--- config.mk ---
export PLATFORM = sky130hd
export DESIGN_NAME = ccw_top
export DESIGN_NICKNAME = d
export VERILOG_FILES = /design/src/shared/ccw_pkg.sv /design/src/shared/ccw_store_if.sv /design/src/ccw_top.sv /design/src/ccw_value_store.sv
export SDC_FILE = /design/constraint.sdc
export NUM_CORES = 1
export LEC_CHECK = 0
export ABC_CLOCK_PERIOD_IN_PS = 14600
export BUFFER_PORTS_ARGS = -buffer_cell sky130_fd_sc_hd__buf_2
export CAP_MARGIN = 20
export CORE_MARGIN = 2
export CORE_UTILIZATION = 25
export CTS_BUF_LIST = sky130_fd_sc_hd__clkbuf_4 sky130_fd_sc_hd__clkbuf_8
export DETAILED_ROUTE_END_ITERATION = 16
export PLACE_DENSITY = 0.43
export SLEW_MARGIN = 30
export SYNTH_ARGS = -nofsm -noshare
export SYNTH_HDL_FRONTEND = slang
export SYNTH_HIERARCHICAL = 1
export SYNTH_SLANG_ARGS = --single-unit
export TNS_END_PERCENT = 1
--- constraint.sdc ---
create_clock -name clk_i -period 14.6 [get_ports clk_i]
set_input_delay 3.65 -clock clk_i [delete_from_list [all_inputs] [get_ports clk_i]]
set_output_delay 3.65 -clock clk_i [all_outputs]
set_load 0.005 [all_outputs]
--- src/shared/ccw_pkg.sv ---
// Constants and types shared by the calendar clock register window
package ccw_pkg;

	// ==========================================================
	// Bus geometry
	localparam int          CCW_ADDR_W      = 3;
	localparam int          CCW_DATA_W      = 16;
	localparam int          CCW_BYTE_W      = 8;

	// ==========================================================
	// Register offsets (word index on the plain port)
	localparam logic [2:0]  CCW_OFF_CLK_CFG = 3'h0;
	localparam logic [2:0]  CCW_OFF_TIME_HI = 3'h1;
	localparam logic [2:0]  CCW_OFF_TIME_LO = 3'h2;
	localparam logic [2:0]  CCW_OFF_ALM_CFG = 3'h3;
	localparam logic [2:0]  CCW_OFF_ALM_HI  = 3'h4;
	localparam logic [2:0]  CCW_OFF_ALM_LO  = 3'h5;
	localparam logic [2:0]  CCW_OFF_KEY     = 3'h6;

	// ==========================================================
	// Field positions
	localparam int          CCW_WREN_BIT    = 13;
	localparam int          CCW_PTR_LSB     = 8;
	localparam int          CCW_PTR_MSB     = 9;

	// ==========================================================
	// Reset values
	localparam logic [1:0]  CCW_PTR_RST     = 2'h0;
	localparam logic        CCW_WREN_RST    = 1'b0;
	localparam logic [7:0]  CCW_BYTE_RST    = 8'h00;

	// ==========================================================
	// Pointer codes
	localparam logic [1:0]  CCW_PTR_MIN_SEC = 2'h0;
	localparam logic [1:0]  CCW_PTR_WD_HR   = 2'h1;
	localparam logic [1:0]  CCW_PTR_MTH_DAY = 2'h2;
	localparam logic [1:0]  CCW_PTR_YEAR    = 2'h3;

	// ==========================================================
	// Unlock key sequence
	localparam logic [7:0]  CCW_KEY_FIRST   = 8'h55;
	localparam logic [7:0]  CCW_KEY_SECOND  = 8'hAA;

	// ==========================================================
	// Implemented bits of the date bytes, the rest read zero
	localparam logic [7:0]  CCW_MASK_FULL   = 8'hFF;
	localparam logic [7:0]  CCW_MASK_MONTH  = 8'h1F;
	localparam logic [7:0]  CCW_MASK_DAY    = 8'h3F;
	localparam logic [7:0]  CCW_MASK_NONE   = 8'h00;

	// ==========================================================
	// Value store: {alarm, pointer, high byte} addresses 16 bytes
	localparam int          CCW_STORE_AW    = 4;
	localparam int          CCW_STORE_DEPTH = 16;

	// Unlock sequencer states
	typedef enum logic [1:0] {
		CCW_KEY_IDLE = 2'b00,
		CCW_KEY_HALF = 2'b01,
		CCW_KEY_OPEN = 2'b10
	} ccw_key_t;

endpackage

--- src/shared/ccw_store_if.sv ---
// Write and read signals between the window logic and the value store
`timescale 1ns/100ps
interface ccw_store_if;
	import ccw_pkg::*;

	logic                      wr_en;
	logic [CCW_STORE_AW-1:0]   wr_addr;
	logic [CCW_BYTE_W-1:0]     wr_data;
	logic                      rd_en;
	logic [CCW_STORE_AW-1:0]   rd_addr;
	logic                      byp_en;
	logic [CCW_DATA_W-1:0]     byp_data;
	logic [CCW_DATA_W-1:0]     rd_data;

	// Window logic side
	modport ctl (
		output wr_en, wr_addr, wr_data, rd_en, rd_addr, byp_en, byp_data,
		input  rd_data
	);

	// Value store side
	modport mem (
		input  wr_en, wr_addr, wr_data, rd_en, rd_addr, byp_en, byp_data,
		output rd_data
	);

endinterface

--- src/ccw_top.sv ---
// Register window front end of the calendar clock unit
// ==========================================================
// Notes on behaviour
// - Time pointer in clock config bits 9:8 selects the time window pair.
// - Time pointer 00 min/sec, 01 weekday/hours, 10 month/day, 11 year.
// - High-byte time writes step the pointer down, holding at 00.
// - Alarm pointer in alarm config bits 9:8 selects the alarm pair.
// - Alarm pointer 00 min/sec, 01 weekday/hours, 10 month/day, 11 none.
// - High-byte alarm writes step the alarm pointer down, holding at 00.
// - Any read of either alarm window byte steps the alarm pointer down.
// - Any read of either time window byte steps the time pointer down.
// - Low-byte writes leave the window pointer unchanged.
// - Time values accept writes only while the write enable bit is set.
// - Write enable sets only right after keys 55h then AAh.
// - Year reads zero above bit 7; tens in 7-4, ones in 3-0.
// - Month byte: 15-13 zero, tens at bit 12, ones at 11-8.
// - Day byte: 7-6 zero, tens at 5-4, ones at 3-0.
// - Year and month/day writes need write enable equal to one.
// ==========================================================
//
// Strobed register access and the address map were decided locally.
`timescale 1ns/100ps
module ccw_top
	import ccw_pkg::*;
#(
	parameter int ADDR_W = CCW_ADDR_W
) (
	input  wire logic               clk_i,
	input  wire logic               reset_n_i,
	input  wire logic [ADDR_W-1:0]  addr_i,
	input  wire logic [15:0]        wdata_i,
	input  wire logic               wr_i,
	input  wire logic               rd_i,
	output logic      [15:0]        rdata_o,
	output logic                    time_write_enable_o,
	output logic      [1:0]         time_ptr_o,
	output logic      [1:0]         alarm_ptr_o,
	output logic                    unlock_open_o
);

	// ==========================================================
	// Elaboration check
	// Refuse settings that the decode and store below cannot serve
	if (ADDR_W < CCW_ADDR_W) begin : g_bad_addr
		$error("ccw_top: ADDR_W too narrow for the register map");
	end

	if (CCW_PTR_MSB != CCW_PTR_LSB + 1) begin : g_bad_ptr
		$error("ccw_top: pointer field must be two bits wide");
	end

	if (CCW_WREN_BIT >= CCW_DATA_W) begin : g_bad_wren
		$error("ccw_top: write enable bit outside the data word");
	end

	if (CCW_STORE_AW != 4) begin : g_bad_store
		$error("ccw_top: store address is alarm, pointer, high byte");
	end

	// ==========================================================
	// Reset release
	logic rst_meta_r;
	logic rst_sync_r;
	logic rst_n;

	// Two stages so release never lands mid-edge on the logic
	always_ff @(posedge clk_i or negedge reset_n_i) begin
		if (!reset_n_i) begin
			rst_meta_r <= 1'b0;
			rst_sync_r <= 1'b0;
		end else begin
			rst_meta_r <= 1'b1;
			rst_sync_r <= rst_meta_r;
		end
	end

	// Only this pair sees the raw pin; every other flop uses rst_n
	assign rst_n = rst_sync_r;

	// ==========================================================
	// Address decode
	logic hit_clk_cfg;
	logic hit_time_hi;
	logic hit_time_lo;
	logic hit_alm_cfg;
	logic hit_alm_hi;
	logic hit_alm_lo;
	logic hit_key;
	logic hit_window;

	// Index 7 decodes to nothing and reads as zero
	assign hit_clk_cfg = addr_i == ADDR_W'(CCW_OFF_CLK_CFG);
	assign hit_time_hi = addr_i == ADDR_W'(CCW_OFF_TIME_HI);
	assign hit_time_lo = addr_i == ADDR_W'(CCW_OFF_TIME_LO);
	assign hit_alm_cfg = addr_i == ADDR_W'(CCW_OFF_ALM_CFG);
	assign hit_alm_hi  = addr_i == ADDR_W'(CCW_OFF_ALM_HI);
	assign hit_alm_lo  = addr_i == ADDR_W'(CCW_OFF_ALM_LO);
	assign hit_key     = addr_i == ADDR_W'(CCW_OFF_KEY);
	assign hit_window  = hit_time_hi | hit_time_lo | hit_alm_hi | hit_alm_lo;

	// ==========================================================
	// Access events
	logic wr_clk_cfg;
	logic wr_alm_cfg;
	logic wr_key;
	logic wr_time_hi;
	logic wr_time_lo;
	logic wr_alm_hi;
	logic wr_alm_lo;
	logic rd_time;
	logic rd_alm;

	// One-cycle strobes, so each event fires once per access
	assign wr_clk_cfg = wr_i & hit_clk_cfg;
	assign wr_alm_cfg = wr_i & hit_alm_cfg;
	assign wr_key     = wr_i & hit_key;
	assign wr_time_hi = wr_i & hit_time_hi;
	assign wr_time_lo = wr_i & hit_time_lo;
	assign wr_alm_hi  = wr_i & hit_alm_hi;
	assign wr_alm_lo  = wr_i & hit_alm_lo;
	assign rd_time    = rd_i & (hit_time_hi | hit_time_lo);
	assign rd_alm     = rd_i & (hit_alm_hi | hit_alm_lo);

	// ==========================================================
	// State registers
	// Next values come from the combinational blocks below
	logic [1:0] time_ptr_r;
	logic [1:0] time_ptr_nxt;
	logic [1:0] alm_ptr_r;
	logic [1:0] alm_ptr_nxt;
	logic       wren_r;
	logic       wren_nxt;
	ccw_key_t   key_r;
	ccw_key_t   key_nxt;

	// ==========================================================
	// Link to the value store, declared ahead of its drivers
	ccw_store_if st ();

	// ==========================================================
	// Time pointer stepping
	logic time_step;
	logic time_at_floor;

	// Reads of either byte step too: the core cannot tell widths
	assign time_step     = wr_time_hi | rd_time;
	assign time_at_floor = time_ptr_r == CCW_PTR_MIN_SEC;

	// A locked high-byte write still steps, so fill loops stay in step
	// At 00 the pointer holds until software loads a new value
	// Software load wins; otherwise step down and stick at zero
	always_comb begin
		time_ptr_nxt = time_ptr_r;
		if (wr_clk_cfg) begin
			time_ptr_nxt = wdata_i[CCW_PTR_MSB:CCW_PTR_LSB];
		end else if (time_step && !time_at_floor) begin
			time_ptr_nxt = time_ptr_r - 2'h1;
		end
	end

	// ==========================================================
	// Alarm pointer stepping
	logic alm_step;
	logic alm_at_floor;

	assign alm_step     = wr_alm_hi | rd_alm;
	assign alm_at_floor = alm_ptr_r == CCW_PTR_MIN_SEC;

	// Same policy as the time pointer; code 11 selects nothing
	// but still steps down to 10 on the next high-byte write or window read
	always_comb begin
		alm_ptr_nxt = alm_ptr_r;
		if (wr_alm_cfg) begin
			alm_ptr_nxt = wdata_i[CCW_PTR_MSB:CCW_PTR_LSB];
		end else if (alm_step && !alm_at_floor) begin
			alm_ptr_nxt = alm_ptr_r - 2'h1;
		end
	end

	// ==========================================================
	// Unlock sequencer
	logic key_is_first;
	logic key_is_second;
	logic any_access;

	// Only the low byte of a key write is compared
	assign key_is_first  = wdata_i[7:0] == CCW_KEY_FIRST;
	assign key_is_second = wdata_i[7:0] == CCW_KEY_SECOND;
	assign any_access    = wr_i | rd_i;

	// Window is exactly one access wide; anything else closes it.
	// A 55 write in any state restarts the pair, so a retry after
	// an interrupted sequence still opens the window.
	always_comb begin
		key_nxt = key_r;
		case (key_r)
			CCW_KEY_IDLE: begin
				if (wr_key && key_is_first) begin
					key_nxt = CCW_KEY_HALF;
				end
			end
			CCW_KEY_HALF: begin
				if (wr_key && key_is_second) begin
					key_nxt = CCW_KEY_OPEN;
				end else if (wr_key && key_is_first) begin
					key_nxt = CCW_KEY_HALF;
				end else if (any_access) begin
					key_nxt = CCW_KEY_IDLE;
				end
			end
			CCW_KEY_OPEN: begin
				if (wr_key && key_is_first) begin
					key_nxt = CCW_KEY_HALF;
				end else if (any_access) begin
					key_nxt = CCW_KEY_IDLE;
				end
			end
			default: begin
				key_nxt = CCW_KEY_IDLE;
			end
		endcase
	end

	// ==========================================================
	// Write enable bit
	logic key_open;

	assign key_open = key_r == CCW_KEY_OPEN;

	// Clearing is always allowed; setting needs the open window,
	// or the bit already set, so a rewrite of 1 keeps it
	always_comb begin
		wren_nxt = wren_r;
		if (wr_clk_cfg) begin
			wren_nxt = wdata_i[CCW_WREN_BIT] & (wren_r | key_open);
		end
	end

	// ==========================================================
	// Control state flops
	// Pointers, enable and sequencer share one reset and one edge
	always_ff @(posedge clk_i or negedge rst_n) begin
		if (!rst_n) begin
			time_ptr_r <= CCW_PTR_RST;
			alm_ptr_r  <= CCW_PTR_RST;
			wren_r     <= CCW_WREN_RST;
			key_r      <= CCW_KEY_IDLE;
		end else begin
			time_ptr_r <= time_ptr_nxt;
			alm_ptr_r  <= alm_ptr_nxt;
			wren_r     <= wren_nxt;
			key_r      <= key_nxt;
		end
	end

	// ==========================================================
	// Store write path
	logic       time_wr_ok;
	logic       alm_wr_ok;
	logic       st_hi;
	logic       st_alarm;
	logic [1:0] st_ptr;
	logic [7:0] st_mask;
	logic       sel_month;
	logic       sel_day;
	logic       sel_year_hi;
	logic [7:0] wr_byte;

	// Year high byte has no cell; alarm code 11 has no register.
	// Alarm writes skip the lock: only time values are guarded.
	assign time_wr_ok = wren_r
		& (wr_time_lo | (wr_time_hi & (time_ptr_r != CCW_PTR_YEAR)));
	assign alm_wr_ok  = (wr_alm_hi | wr_alm_lo)
		& (alm_ptr_r != CCW_PTR_YEAR);
	assign st_alarm   = hit_alm_hi | hit_alm_lo;
	assign st_hi      = hit_time_hi | hit_alm_hi;
	assign st_ptr     = st_alarm ? alm_ptr_r : time_ptr_r;

	// Unimplemented date bits are dropped on the way in
	assign sel_month   = (st_ptr == CCW_PTR_MTH_DAY) &  st_hi;
	assign sel_day     = (st_ptr == CCW_PTR_MTH_DAY) & ~st_hi;
	assign sel_year_hi = (st_ptr == CCW_PTR_YEAR)    &  st_hi;
	assign st_mask     = sel_month   ? CCW_MASK_MONTH :
		sel_day     ? CCW_MASK_DAY  :
		sel_year_hi ? CCW_MASK_NONE : CCW_MASK_FULL;

	// High-byte writes carry their byte in bits 15:8, as in the
	// 16-bit window; reads hand back every byte in bits 7:0
	assign wr_byte    = st_hi ? wdata_i[15:8] : wdata_i[7:0];

	// Locked writes never reach the store
	assign st.wr_en   = time_wr_ok | alm_wr_ok;
	assign st.wr_addr = {st_alarm, st_ptr, st_hi};
	assign st.wr_data = wr_byte & st_mask;

	// ==========================================================
	// Read path
	logic [15:0] clk_cfg_view;
	logic [15:0] alm_cfg_view;

	assign clk_cfg_view = (16'(wren_r) << CCW_WREN_BIT)
		| (16'(time_ptr_r) << CCW_PTR_LSB);
	assign alm_cfg_view = 16'(alm_ptr_r) << CCW_PTR_LSB;

	// Window reads pick the current pair before the pointer steps;
	// the key register and holes read zero
	assign st.rd_en    = rd_i;
	assign st.rd_addr  = {st_alarm, st_ptr, st_hi};
	assign st.byp_en   = ~hit_window;
	assign st.byp_data = hit_clk_cfg ? clk_cfg_view :
		hit_alm_cfg ? alm_cfg_view : 16'h0000;

	// ==========================================================
	// Store and its registered read data
	ccw_value_store #(
		.DEPTH (CCW_STORE_DEPTH)
	) ccw_value_store_i (
		.clk_i   (clk_i),
		.rst_n_i (rst_n),
		.st      (st)
	);

	// Window byte sits in bits 7:0 of the read word and
	// leaves the store's output flop with no logic after it
	assign rdata_o = st.rd_data;

	// ==========================================================
	// Status outputs, one flop each
	// Fed from next values so each matches its state flop in step
	always_ff @(posedge clk_i or negedge rst_n) begin
		if (!rst_n) begin
			time_write_enable_o <= CCW_WREN_RST;
			time_ptr_o          <= CCW_PTR_RST;
			alarm_ptr_o         <= CCW_PTR_RST;
			unlock_open_o       <= 1'b0;
		end else begin
			time_write_enable_o <= wren_nxt;
			time_ptr_o          <= time_ptr_nxt;
			alarm_ptr_o         <= alm_ptr_nxt;
			unlock_open_o       <= key_nxt == CCW_KEY_OPEN;
		end
	end

endmodule

--- src/ccw_value_store.sv ---
// Byte store for time and alarm values with a registered read port
`timescale 1ns/100ps
module ccw_value_store
	import ccw_pkg::*;
#(
	parameter int DEPTH = CCW_STORE_DEPTH
) (
	input  wire logic  clk_i,
	input  wire logic  rst_n_i,
	ccw_store_if.mem   st
);

	// ==========================================================
	// Elaboration check
	if (DEPTH != (1 << CCW_STORE_AW)) begin : g_bad_depth
		$error("ccw_value_store: DEPTH must match the store address");
	end

	logic [CCW_BYTE_W-1:0] cell_r [DEPTH];
	logic [CCW_DATA_W-1:0] rd_data_r;

	// ==========================================================
	// Cells clear at reset so unwritten places read zero
	for (genvar i = 0; i < DEPTH; i++) begin : g_cell
		always_ff @(posedge clk_i or negedge rst_n_i) begin
			if (!rst_n_i) begin
				cell_r[i] <= CCW_BYTE_RST;
			end else if (st.wr_en && st.wr_addr == CCW_STORE_AW'(i)) begin
				cell_r[i] <= st.wr_data;
			end
		end
	end

	// Read data stand for one cycle only, zero otherwise
	always_ff @(posedge clk_i or negedge rst_n_i) begin
		if (!rst_n_i) begin
			rd_data_r <= '0;
		end else if (st.rd_en && st.byp_en) begin
			rd_data_r <= st.byp_data;
		end else if (st.rd_en) begin
			rd_data_r <= {8'h00, cell_r[st.rd_addr]};
		end else begin
			rd_data_r <= '0;
		end
	end

	assign st.rd_data = rd_data_r;

endmodule

==> flow_metrics.env <==
export IMPL_whs_ns=0.267
export IMPL_async_flop_share_pct=100
export IMPL_rsz0062_at_grt="no"
export IMPL_grt_pass1_vias=5098
export IMPL_antenna_found_initial=0
export IMPL_synth_flop_cell="dfrtp_1"
export IMPL_htree_levels=4
export IMPL_grt_usage_pct=12.8
export IMPL_dp_slack_ns=7.43
export IMPL_pwr_share_clk_pct=26.4
export IMPL_drv_slew=0
export IMPL_period_minus_slack_ns=6.42
export IMPL_start_util_pct=25.2
export IMPL_numClockSinks=154
export IMPL_end_kind="flop"
export IMPL_crit_slowest_cell="buf_6"
export IMPL_switchingPower_mw=0.451
export IMPL_syn_to_final_growth_pct=15.6
export IMPL_drt_iter0_markers=226
export IMPL_grt_pass1_wl_um=29900
export IMPL_arrival_ns=6.76
export IMPL_drc=0
export IMPL_num_antenna_cells=0
export IMPL_seq_power_share_pct=44.7
export IMPL_cts_tree="built"
export IMPL_dp_hpwl_um=12700
export IMPL_yosysMostFrequentCell="dfrtp_1"
export IMPL_drive_gt1_share_pct=36.7
export IMPL_critPathRequiredTime_ns=14.94
export IMPL_cts_root_buf="clkbuf_8"
export IMPL_path_buf_inv=2
export IMPL_worstHoldPathType="reg2async"
export IMPL_seq_area_frac_synth_pct=52.1
export IMPL_crit_fanout=62
export IMPL_fin_worst_skew_ns=0.0121
export IMPL_grt_max_degree=63
export IMPL_gp_congestion=0.749
export IMPL_insertion_delay_ns=0.46
export IMPL_setup_ws_ns=8.18
export IMPL_syn_inst=586
export IMPL_postLayoutCellArea_mm2=0.00856
export IMPL_hold_viol=0
export IMPL_core_area_mm2=0.0294
export IMPL_utilization_pct=29.1
export IMPL_worstPathCellList="buf_2, xnor2_1, nor2_4, buf_6, nand2_1, nor2b_1, mux2_2"
export IMPL_antenna_left=0
export IMPL_overflow=0
export IMPL_vias_per_cell=4.47
export IMPL_ios=45
export IMPL_max_freq_mhz=156
export IMPL_worst_pin_slew_ns=0.961
export IMPL_die_w_um=176
export IMPL_fin_crit_sh_pct=44.0
export IMPL_p_leak_nw=4.01
export IMPL_synth_edff_count=0
export IMPL_final_nets=663
export IMPL_cts_buffer_depth=2
export IMPL_crit_family="simple AND/OR/NAND/NOR gates"
export IMPL_wirelength_um=18800
export IMPL_critPathLaunchType="input pin"
export IMPL_num_vias=4648
export IMPL_ir_worst_vdd_v=0.0000470
export IMPL_cts_resized_gates=0
export IMPL_pwr_share_comb_pct=28.9
export IMPL_io_buffers=44
export IMPL_pwr_density_cell_mw_per_mm2=157
export IMPL_cap_violations=0
export IMPL_setup_tns_ns=0
export IMPL_placed_cell_area_mm2=0.00812
export IMPL_yosys_warnings=6
export IMPL_post_cts_buffers=0
export IMPL_power_switching_share_pct=33.6
export IMPL_holdBufCountCts=0
export IMPL_avgSynthCellArea_um2=12.6
export IMPL_clkTransAtPathRegs_ns=0.09
export IMPL_die_h_um=176
export IMPL_cts_made_buffers=17
export IMPL_die_area_mm2=0.0310
export IMPL_synth_cells_most_frequent="dfrtp_1, mux2_2, mux2i_1"
export IMPL_ys_types=46
export IMPL_wire_per_inst_um=18.1
export IMPL_slowest_delay_ns=0.67
export IMPL_syn_area_mm2=0.00740
export IMPL_yosys_area_top_type="dfrtp_1"
export IMPL_synth_top_area_share_pct=52.1
export IMPL_synth_seq_cells=154
export IMPL_dr_pass1_iters=4
export IMPL_core_rowCount=63
export IMPL_crit_type="in2reg"
export IMPL_finalSetupViolCount=0
export IMPL_intPower_mw=0.893
export IMPL_status="finished, final reports clean"
export IMPL_yosys_top_cells_area="dfrtp_1, mux2_2, mux2i_1"
export IMPL_slew_headroom_pct=35.8
==> metrics by stage <==
step | power (mW) | cells
finish | 1.34 | 1039
detailed placement | 1.01 | 1007
CTS | 1.37 | 1039
floorplan | 0.872 | 598
global route | 1.43 | 1039
global placement | 0.989 | 1005
==> power by group through the flow <==
stage	clock network, mW	registers (mW)	logic, mW
2_1_floorplan	0	0.597	0.275
3_3_place_gp	0	0.609	0.380
3_5_place_dp	0	0.611	0.395
4_1_cts	0.368	0.602	0.396
5_1_grt	0.384	0.615	0.430
6_report	0.355	0.601	0.388
==> cell usage in the layout, fill, tap and decap left out, types with 3 or more instances in the layout <==
master and instances:
nand2b_1 4, nor3b_1 3, nor2_2 12, o21ai_0 4
clkbuf_8 17, inv_6 5, nand3b_1 5, dfrtp_1 153
xnor2_1 4, inv_1 10, mux2i_1 72, buf_2 44
nand3_1 29, ha_1 4, conb_1 14, a21oi_1 18
and2_1 3, bufinv_16 3, and3_1 8, nor2_1 10
a22oi_1 20, inv_8 4, mux2_2 128, nor2b_1 3
or3_1 3, buf_4 7, nand2_1 27
==> sequential cells by signal, summed over array words and instances (netlist names) <==
signal                        cells
alarm_ptr_o                       2
ccw_value_store_i/cell_r        128
ccw_value_store_i/st.rd_data     16
key_r                             2
rst_meta_r                        1
rst_n                             1
time_ptr_o                        2
time_write_enable_o               1
unlock_open_o                     1
==> final timing paths <==
kind / from / to / slack, ns / depth (start not counted)
min reg2reg: rst_n$_DFF_PN0_ / ccw_value_store_i/cell_r[89]$_DFFE_PN0P_ / 0.27 / 0
min: rst_n$_DFF_PN0_ / ccw_value_store_i/cell_r[89]$_DFFE_PN0P_ / 0.27 / 0
max: addr_i[2] / ccw_value_store_i/cell_r[99]$_DFFE_PN0P_ / 8.18 / 7
max in group asynchronous: reset_n_i / rst_n$_DFF_PN0_ / 11.53 / 1
max reg2reg: time_ptr_o[0]$_DFFE_PN0P_ / ccw_value_store_i/cell_r[99]$_DFFE_PN0P_ / 11.88 / 8
min in group clk_i: rst_meta_r$_DFF_PN0_ / rst_n$_DFF_PN0_ / 0.36 / 0
==> worst reg2reg max path: cells and delay by family (launching register included) <==
family          cells  cell delay, ns
simple gates        4            1.32
flops               1            0.44
mux                 1            0.41
fa+ha+maj           1            0.22
compound gates      2            0.22
==> logic make-up (layout without fill, tap and decap cells) <==
| group | Yosys count | in the layout | share of synthesized area [%] |
|---|---|---|---|
| multiplexers | 203 | 203 | 29.7 |
| adder cells (fa/ha/maj) | 4 | 4 | 0.676 |
| buffers and inverters | 45 | 96 | 2.70 |
| AO/OA/AOI/OAI | 49 | 49 | 4.53 |
| other | 2 | 14 | 0.101 |
| XOR/XNOR | 6 | 6 | 0.710 |
| flip-flops | 154 | 154 | 52.1 |
| AND/OR/NAND/NOR | 123 | 123 | 9.53 |
==> cell type report <==
cell class | instances | area (um2)
Timing Repair Buffer | 54 | 339
Tap cell | 390 | 488
Sequential cell | 154 | 3860
Inverter | 10 | 37.5
Fill cell | 2999 | 20800
Clock buffer | 17 | 234
Multi-Input combinational cell | 399 | 3400
Clock inverter | 15 | 201
==> per-layer routing <==
layer	track usage, %	share of wire [%]
met5	0	0
met3	1.92	1.6
met4	4.34	1.8
met2	22.2	51
met1	16.3	46
(Power assumes the default switching activity.)
